<file path="src/rtl/sapc_pkg.sv">
/*
  sapc_pkg: constants, field layout, phase enumeration and carrier types of
  the successive-approximation converter control.
  Assumes one main clock at 20 MHz, an external comparator, tap ladder and
  sample-and-hold, and an Avalon-MM master for the registers.
*/
// Overview of operation
// - while the start bit is set, conversions run back to back until cleared
// - time field picks 144, 120, 96, 72, 60 or 48 cycles per conversion
// - channel field value 0 to 7 selects analog input 0 to 7
// - compare enable bit 7: plain conversion or threshold comparison
// - direction 0 fires at or above threshold, 1 fires below it
// - each result is compared with the full 8-bit threshold
// - approximation resolved MSB first, one trial bit per step
// - comparator verdict becomes the bit: 1 when input reaches the tap
// - after eight trials the value is stored and an interrupt may fire
// - mode or channel write aborts and restarts the conversion
// - reset clears result, mode, channel, compare mode and threshold
// - result equals integer part of input over reference times 256 plus 0.5
// - in compare mode, the first conversion after start raises no interrupt
// - a result read coinciding with a store returns the old value
// - mode or channel write beats a store: no store, no interrupt
package sapc_pkg;

  // bus shape
  localparam int unsigned AddrW = 18;
  localparam int unsigned DataW = 32;

  // register indexes; the byte address is four times the index
  localparam logic [15:0] IdxMode    = 16'hff98;
  localparam logic [15:0] IdxChan    = 16'hff99;
  localparam logic [15:0] IdxCmpMode = 16'hff9a;
  localparam logic [15:0] IdxThresh  = 16'hff9b;
  localparam logic [15:0] IdxResult  = 16'hff9c;
  localparam logic [7:0]  RegReset   = 8'h00;
  localparam logic [7:0]  ByteZero   = 8'h00;

  // field positions
  localparam int unsigned StartBit  = 7;
  localparam int unsigned TimeMsb   = 5;
  localparam int unsigned TimeLsb   = 3;
  localparam int unsigned ChanMsb   = 2;
  localparam int unsigned CmpEnBit  = 7;
  localparam int unsigned CmpDirBit = 6;

  // pacing: four sampling slots then eight trial slots
  localparam logic [3:0] SampleLast = 4'h3;
  localparam logic [7:0] SlotCount  = 8'h0c;
  localparam logic [7:0] TrialFirst = 8'h80;

  // conversion lengths in main clock cycles
  localparam logic [7:0] Cyc144 = 8'h90;
  localparam logic [7:0] Cyc120 = 8'h78;
  localparam logic [7:0] Cyc96  = 8'h60;
  localparam logic [7:0] Cyc72  = 8'h48;
  localparam logic [7:0] Cyc60  = 8'h3c;
  localparam logic [7:0] Cyc48  = 8'h30;

  // prohibited codes fall back to the slowest, safest setting
  function automatic logic [7:0] convCycles(input logic [2:0] code);
    case (code)
      3'h1:    return Cyc120;
      3'h2:    return Cyc96;
      3'h4:    return Cyc72;
      3'h5:    return Cyc60;
      3'h6:    return Cyc48;
      default: return Cyc144;
    endcase
  endfunction

  // cycles spent in one slot
  function automatic logic [3:0] slotLen(input logic [2:0] code);
    return 4'(convCycles(code) / SlotCount);
  endfunction

  // word address match for one register index
  function automatic logic hitIdx(input logic [AddrW-1:0] a, input logic [15:0] idx);
    return a[AddrW-1:2] == idx;
  endfunction

  typedef enum logic [1:0] {PhIdle, PhSample, PhTrial} sapc_phase_t;

  // analog front end steering
  typedef struct packed {
    logic       sampleHold;
    logic [2:0] channel;
    logic [7:0] tapCode;
  } sapc_front_t;

  typedef struct packed {
    logic [7:0] mode;
    logic [7:0] chan;
    logic [7:0] cmpMode;
    logic [7:0] thresh;
    logic [7:0] result;
  } sapc_regs_t;

  typedef struct packed {
    sapc_regs_t  regs;
    sapc_phase_t phase;
    logic [3:0]  slot;
    logic [3:0]  tick;
    logic        firstDone;
    logic        ack;
    logic [7:0]  rdata;
    logic        irq;
    logic        cmpSync1;
    logic        cmpSync2;
  } sapc_ctrl_t;

  typedef struct packed {
    logic [7:0] approx;
    logic [7:0] mask;
  } sapc_sar_t;

endpackage

</file>
<file path="src/rtl/sapc_ctrl.sv">
/*
  sapc_ctrl: control of an 8-bit successive-approximation converter with
  threshold comparison, reached as an Avalon-MM slave with waitrequest.
  Assumes the comparator output arrives asynchronously and the analog
  front end follows the channel, tap code and sample-and-hold outputs.
*/
// Local design decision: the Avalon-MM register port.
module sapc_ctrl (
  // clock and control
  input  wire logic                             clk,
  input  wire logic                             reset_n,
  input  wire logic                             ce,
  // register bus
  input  wire logic [sapc_pkg::AddrW-1:0]       address,
  input  wire logic                             read,
  input  wire logic                             write,
  input  wire logic [sapc_pkg::DataW-1:0]       writedata,
  input  wire logic [3:0]                       byteenable,
  output logic      [sapc_pkg::DataW-1:0]       readdata,
  output logic                                  waitrequest,
  // analog front end
  input  wire logic                             compIn,
  output sapc_pkg::sapc_front_t                 front,
  // interrupt controller
  output logic                                  convEndIrq
);
  sapc_pkg::sapc_ctrl_t st;
  sapc_pkg::sapc_ctrl_t nxt;

  logic                                         req;
  logic                                         accept;
  logic                                         wrMode;
  logic                                         wrChan;
  logic                                         wrCmpMode;
  logic                                         wrThresh;
  logic                                         abortW;
  logic                                         newStart;
  logic [3:0]                                   slotLen;
  logic                                         slotEnd;
  logic                                         sarLoad;
  logic                                         sarStep;
  logic                                         convEnd;
  logic [7:0]                                   sarApprox;
  logic [7:0]                                   sarMask;
  logic [7:0]                                   resolved;
  logic                                         cmpHit;
  logic                                         qualify;
  logic [7:0]                                   rdMux;

  // bus decode; a transfer completes on the edge where waitrequest is low
  always_comb begin
    req       = read | write;
    accept    = req & st.ack & ce;
    wrMode    = accept & write & byteenable[0] & sapc_pkg::hitIdx(address, sapc_pkg::IdxMode);
    wrChan    = accept & write & byteenable[0] & sapc_pkg::hitIdx(address, sapc_pkg::IdxChan);
    wrCmpMode = accept & write & byteenable[0]
                & sapc_pkg::hitIdx(address, sapc_pkg::IdxCmpMode);
    wrThresh  = accept & write & byteenable[0]
                & sapc_pkg::hitIdx(address, sapc_pkg::IdxThresh);
  end

  // read multiplexer; unmapped words read as zero
  always_comb begin
    rdMux = sapc_pkg::ByteZero;
    if (sapc_pkg::hitIdx(address, sapc_pkg::IdxMode)) begin
      rdMux = st.regs.mode;
    end
    if (sapc_pkg::hitIdx(address, sapc_pkg::IdxChan)) begin
      rdMux = st.regs.chan;
    end
    if (sapc_pkg::hitIdx(address, sapc_pkg::IdxCmpMode)) begin
      rdMux = st.regs.cmpMode;
    end
    if (sapc_pkg::hitIdx(address, sapc_pkg::IdxThresh)) begin
      rdMux = st.regs.thresh;
    end
    if (sapc_pkg::hitIdx(address, sapc_pkg::IdxResult)) begin
      rdMux = st.regs.result;
    end
  end

  // pacing and trial bookkeeping
  always_comb begin
    abortW   = wrMode | wrChan;
    newStart = wrMode ? writedata[sapc_pkg::StartBit] : st.regs.mode[sapc_pkg::StartBit];
    slotLen  = sapc_pkg::slotLen(st.regs.mode[sapc_pkg::TimeMsb:sapc_pkg::TimeLsb]);
    slotEnd  = st.tick == 4'(slotLen - 4'h1);
    sarLoad  = st.phase == sapc_pkg::PhSample && slotEnd && st.slot == sapc_pkg::SampleLast;
    sarStep  = st.phase == sapc_pkg::PhTrial && slotEnd;
    convEnd  = sarStep && sarMask[0];
    resolved = (sarApprox & ~sarMask) | (st.cmpSync2 ? sarMask : sapc_pkg::ByteZero);
  end

  // threshold qualification of a finished result
  always_comb begin
    if (st.regs.cmpMode[sapc_pkg::CmpDirBit]) begin
      cmpHit = resolved < st.regs.thresh;
    end else begin
      cmpHit = resolved >= st.regs.thresh;
    end
    qualify = !st.regs.cmpMode[sapc_pkg::CmpEnBit] || (st.firstDone && cmpHit);
  end

  // next state of the whole block
  always_comb begin
    nxt          = st;
    nxt.irq      = 1'b0;
    // comparator is asynchronous: two flip-flops before use
    nxt.cmpSync1 = compIn;
    nxt.cmpSync2 = st.cmpSync1;
    // one wait state per transfer
    nxt.ack      = req & ~st.ack;
    if (req & ~st.ack) begin
      nxt.rdata = rdMux;
    end
    if (wrMode) begin
      nxt.regs.mode = writedata[7:0];
      if (newStart && !st.regs.mode[sapc_pkg::StartBit]) begin
        nxt.firstDone = 1'b0;
      end
    end
    if (wrChan) begin
      nxt.regs.chan = writedata[7:0];
    end
    if (wrCmpMode) begin
      nxt.regs.cmpMode = writedata[7:0];
    end
    if (wrThresh) begin
      nxt.regs.thresh = writedata[7:0];
    end
    if (abortW) begin
      nxt.phase = newStart ? sapc_pkg::PhSample : sapc_pkg::PhIdle;
      nxt.slot  = '0;
      nxt.tick  = '0;
    end else if (st.phase != sapc_pkg::PhIdle) begin
      if (slotEnd) begin
        nxt.tick = '0;
        nxt.slot = st.slot + 4'h1;
      end else begin
        nxt.tick = st.tick + 4'h1;
      end
      if (sarLoad) begin
        nxt.phase = sapc_pkg::PhTrial;
      end
      if (convEnd) begin
        nxt.regs.result = resolved;
        nxt.irq         = qualify;
        nxt.firstDone   = 1'b1;
        nxt.phase       = sapc_pkg::PhSample;
        nxt.slot        = '0;
        nxt.tick        = '0;
      end
    end
  end

  // state register; ce low freezes everything
  always_ff @(posedge clk) begin
    if (!reset_n) begin
      st              <= '0;
      st.regs.mode    <= sapc_pkg::RegReset;
      st.regs.chan    <= sapc_pkg::RegReset;
      st.regs.cmpMode <= sapc_pkg::RegReset;
      st.regs.thresh  <= sapc_pkg::RegReset;
      st.regs.result  <= sapc_pkg::RegReset;
      st.phase        <= sapc_pkg::PhIdle;
    end else if (ce) begin
      st <= nxt;
    end
  end

  // trial bits live in the approximation register
  sapc_sar u_sar (
    .clk     (clk),
    .reset_n (reset_n),
    .ce      (ce),
    .clear   (abortW),
    .load    (sarLoad),
    .step    (sarStep),
    .verdict (st.cmpSync2),
    .approx  (sarApprox),
    .mask    (sarMask)
  );

  // outputs; waitrequest stays high while ce holds the block frozen
  assign waitrequest      = req & ~(st.ack & ce);
  assign readdata         = {24'h000000, st.rdata};
  assign convEndIrq       = st.irq;
  assign front.channel    = st.regs.chan[sapc_pkg::ChanMsb:0];
  assign front.sampleHold = st.phase == sapc_pkg::PhSample;
  assign front.tapCode    = sarApprox;
endmodule // sapc_ctrl

</file>
<file path="src/rtl/sapc_sar.sv">
/*
  sapc_sar: approximation register, resolved one trial bit per step.
  Assumes the caller synchronises the comparator verdict and paces steps.
*/
module sapc_sar (
  // clock and control
  input  wire logic       clk,
  input  wire logic       reset_n,
  input  wire logic       ce,
  // sequencing
  input  wire logic       clear,
  input  wire logic       load,
  input  wire logic       step,
  input  wire logic       verdict,
  // state seen by the caller
  output logic      [7:0] approx,
  output logic      [7:0] mask
);
  sapc_pkg::sapc_sar_t cur;
  sapc_pkg::sapc_sar_t nxt;

  // next value of the trial state
  always_comb begin
    nxt = cur;
    if (clear) begin
      nxt = '0;
    end else if (load) begin
      nxt.approx = sapc_pkg::TrialFirst;
      nxt.mask   = sapc_pkg::TrialFirst;
    end else if (step) begin
      if (!verdict) begin
        nxt.approx = cur.approx & ~cur.mask;
      end
      nxt.mask   = cur.mask >> 1;
      nxt.approx = nxt.approx | (cur.mask >> 1);
    end
  end

  // register the state; frozen while ce is low
  always_ff @(posedge clk) begin
    if (!reset_n) begin
      cur <= '0;
    end else if (ce) begin
      cur <= nxt;
    end
  end

  assign approx = cur.approx;
  assign mask   = cur.mask;
endmodule // sapc_sar

</file>
<file path="config.mk">
export PLATFORM = sky130hd
export DESIGN_NAME = sapc_ctrl
export DESIGN_NICKNAME = d
export VERILOG_FILES = /design/src/rtl/sapc_pkg.sv /design/src/rtl/sapc_ctrl.sv /design/src/rtl/sapc_sar.sv
export SDC_FILE = /design/constraint.sdc
export NUM_CORES = 1
export LEC_CHECK = 0
export CAP_MARGIN = 30
export CORE_AREA = 2 2 97 108
export DETAILED_ROUTE_END_ITERATION = 16
export DIE_AREA = 0 0 99 110
export DONT_BUFFER_PORTS = 1
export PLACE_DENSITY = 0.65
export SLEW_MARGIN = 40
export SYNTH_ARGS = -nofsm -noshare
export SYNTH_HDL_FRONTEND = slang
export SYNTH_SLANG_ARGS = --single-unit
</file>
<file path="constraint.sdc">
create_clock -name clk -period 3.1 [get_ports clk]
set_clock_uncertainty 0.15 [all_clocks]
set_input_delay 0.31 -clock clk [delete_from_list [all_inputs] [get_ports clk]]
set_output_delay 0.31 -clock clk [all_outputs]
set_load 0.005 [all_outputs]
</file>
==> results.json <==
{
  "status": "finished, final reports clean",
  "cp_top_family": "compound AO/OA/AOI/OAI gates",
  "drive_gt1_frac": 0.07576,
  "cpMaxStageDelayCell": "a2111oi_4",
  "rsz0062_at_grt": "no",
  "yosysWarnings": 0,
  "max_clock_freq_mhz": 352.6,
  "critPathBufInv": 0,
  "end_kind": "register",
  "finalNetCount": 595,
  "setup_viol": 0,
  "clk_latency_ns": 0.35,
  "synth.avg_cell_area_sq_um": 8.102,
  "required_ns": 3.17,
  "portBuffers": 0,
  "hold_viol_final": 0,
  "crit_cells": 9,
  "avgViaCountPerCell": 5.660,
  "ir_drop_mv": 0.2536,
  "cp-start-kind": "register",
  "clock_sinks": 79,
  "core-area_sq_um": 9747,
  "final_cells": 648,
  "cts_tree": "built",
  "slew_viol_final": 0,
  "max_stage_delay_ns": 0.52,
  "hold_class": "primary input to register",
  "track_usage": 0.2027,
  "ys_seq_area_frac": 0.3669,
  "cts.clk_slew.worst_paths_ns": 0.08,
  "start_util": 0.4422,
  "worstPathCellList": "xor2_1 > nand2_1 > ha_1 > xor2_1 > o21ai_1 > a2111oi_4 > a21oi_2 > nand2_2 > o22ai_1",
  "grt_pass1_vias": 3499,
  "critPathLaunch": "st[60]$_SDFFE_PN0P_",
  "clk_path_buf_depth": 2,
  "async_flop_share": 0,
  "reg2reg_from": "st[60]$_SDFFE_PN0P_",
  "antenna_found_initial": 0,
  "netlist_instances": 532,
  "yosys.area.top_type": "dfxtp_1",
  "slew_headroom": 0.4754,
  "gp_congestion": 0.8785,
  "row_count": 38,
  "endpoint": "u_sar.approx[5]$_SDFFE_PN0P_",
  "drt-initial-drc-count": 178,
  "cts_buffers": 9,
  "area_growth_pct": 6.938,
  "cap_violations": 0,
  "vias": 3668,
  "worstMarginPinSlew_ns": 0.7843,
  "num_antenna_cells": 0,
  "crit_top_cell": "xor2_1",
  "yosysTopAreaCellShare": 0.3669,
  "ff2ff_setup_slack_ns": 0.26,
  "fp.dieW_um": 99,
  "r2r_cells": 9,
  "power_uw": 2048,
  "cp_max_fo": 12,
  "p_per_area_nw_per_um2": 444.2,
  "overflow": 0,
  "drtPass1Iterations": 4,
  "synth_cell_types": 51,
  "grt_max_degree": 53,
  "drt-wirelength-per-cell_um": 16.62,
  "synth_area_leaders": "dfxtp_1 37%, a21oi_1 7.0%, nand2_1 6.7%",
  "synth_ff_type": "dfxtp_1",
  "synth_area_sq_um": 4310,
  "htreeDepth": 3,
  "yosys_register_bits": 79,
  "arrival_ns": 2.91,
  "die_y_um": 110,
  "dp_slack_ns": 0.1150,
  "min_period_ns": 2.836,
  "synth-edff-count": 0,
  "ios": 106,
  "r2r-end": "u_sar.approx[5]$_SDFFE_PN0P_",
  "cts_setup_buffers": 0,
  "ant_nets": 0,
  "root_buffer": "clkbuf_8",
  "fin_ws_ns": 0.2639,
  "wl_um": 10770,
  "dieArea_sq_um": 10890,
  "drc_errors": 0,
  "grt_pass1_wl_um": 17520,
  "p_leak_uw": 0.001757,
  "dp_hpwl_um": 7552,
  "tns_ns": 0,
  "post-place-cells": 621,
  "critPathKind": "register to register",
  "post-route-period-util": 0.9149
}
[layer usage]
| layer | vias up | GRT usage | share of wire |
|---|---|---|---|
| met5 | - | 0 | 0 |
| met3 | 9 | 0.06431 | 0.081 |
| li1 | 1795 | - | - |
| met2 | 118 | 0.3301 | 0.47 |
| met4 | 0 | 0.06458 | 0.011 |
| met1 | 1746 | 0.2569 | 0.44 |
[worst reg2reg max path: cells and delay by family, from the launching register on]
kind	cells	cell delay, ns
DFF	1	0.48
adders and majority gates	1	0.30
AOI/OAI and AO/OA	4	1.07
and+or+nand+nor	2	0.34
xor gates and xnor gates	2	0.37
[Yosys cell counts, drive strengths merged (2+ instances only)]
master	number
nand3	19
a21oi	61
buf	43
a211o	2
nand4b	2
nand2b	15
ha	11
o21a	4
nor4	4
nor2b	7
a211oi	10
o21ai	11
a32o	6
nand2	77
xor2	4
mux2i	22
xnor2	3
nor3b	3
a2bb2oi	4
nor3	6
o22ai	12
and3	3
a41oi	4
and4	4
nor2	43
inv	13
nand4	6
and2	3
clkbuf	20
or2	2
dfxtp	79
mux2	11
a21o	5
or3	3
[state kept, by name (all words and copies together) (netlist names)]
name and flops:
nxt 1, st 50, readdata 8, convEndIrq 1, front 3, u_sar.mask 8, u_sar.approx 8
[cell families (layout without fill, tap and decap cells)]
logic type,after synthesis,after routing,share of synthesized area
buf+inv,76,49,0.09782
flops,79,79,0.3669
other cells,1,24,0.0008700
xor+xnor,7,7,0.01422
fa+ha+maj,11,11,0.03193
simple gates,200,200,0.2232
mux,33,33,0.07983
compound gates,125,125,0.1852
[how the worst min path moves through the flow]
stage / slack [ns] / startpoint / end / cells after the start
final: 0.02 / reset_n / u_sar.mask[4]$_SDFFE_PN0P_ / 2
after CTS: 0.005 / reset_n / u_sar.mask[4]$_SDFFE_PN0P_ / 2
after detailed placement: 0.29 / st[54]$_SDFFE_PN0P_ / st[54]$_SDFFE_PN0P_ / 2
after global placement: 0.29 / st[53]$_SDFFE_PN0P_ / st[53]$_SDFFE_PN0P_ / 2
after floorplan: 0.28 / st[53]$_SDFFE_PN0P_ / st[53]$_SDFFE_PN0P_ / 2
after global routing: 0.02 / address[2] / st[62]$_SDFFE_PN0P_ / 2
[cell usage in the layout, fill, tap and decap left out, types with 10 or more instances in the layout]
| cell | instances |
|---|---|
| ha_1 | 11 |
| mux2i_1 | 22 |
| conb_1 | 24 |
| mux2_2 | 11 |
| inv_1 | 13 |
| nand2_1 | 76 |
| a21oi_1 | 60 |
| nor2_1 | 43 |
| clkbuf_8 | 11 |
| nand2b_1 | 15 |
| o22ai_1 | 12 |
| dlygate4sd3_1 | 12 |
| a211oi_1 | 10 |
| dfxtp_1 | 79 |
| nand3_1 | 19 |
[power by group]
group          internal, uW  switching (uW)  leakage (uW)
Sequential             1020            4.52      0.000637
Combinational          30.2            55.3      0.000998
Clock                   576             364      0.000123
Total                  1620             424       0.00176
[through the flow]
stage	util	area [sq um]	hold WS, ns
5_1_grt	0.4729	4609	0.01698
3_5_place_dp	0.4352	4242	0.2933
3_3_place_gp	0.4352	4242	0.2854
4_1_cts	0.4727	4607	0.004956
2_1_floorplan	-	4397	0.2784
6_report	0.4729	4609	0.01787
[cell type report]
type / count / area, sq um
Inverter: 13 / 48.80
Clock inverter: 3 / 90.09
Fill cell: 965 / 5137
Timing Repair Buffer: 21 / 187.7
Multi-Input combinational cell: 400 / 2396
Clock buffer: 12 / 155.1
Tap cell: 120 / 150.1
Sequential cell: 79 / 1582
[timing repair]
action,4_1_cts,5_1_grt
hold buffers,12,0
endpoints found under the hold margin,48,0
setup endpoints to repair,0,16
resized for setup,0,1
(Power assumes the default switching activity.)
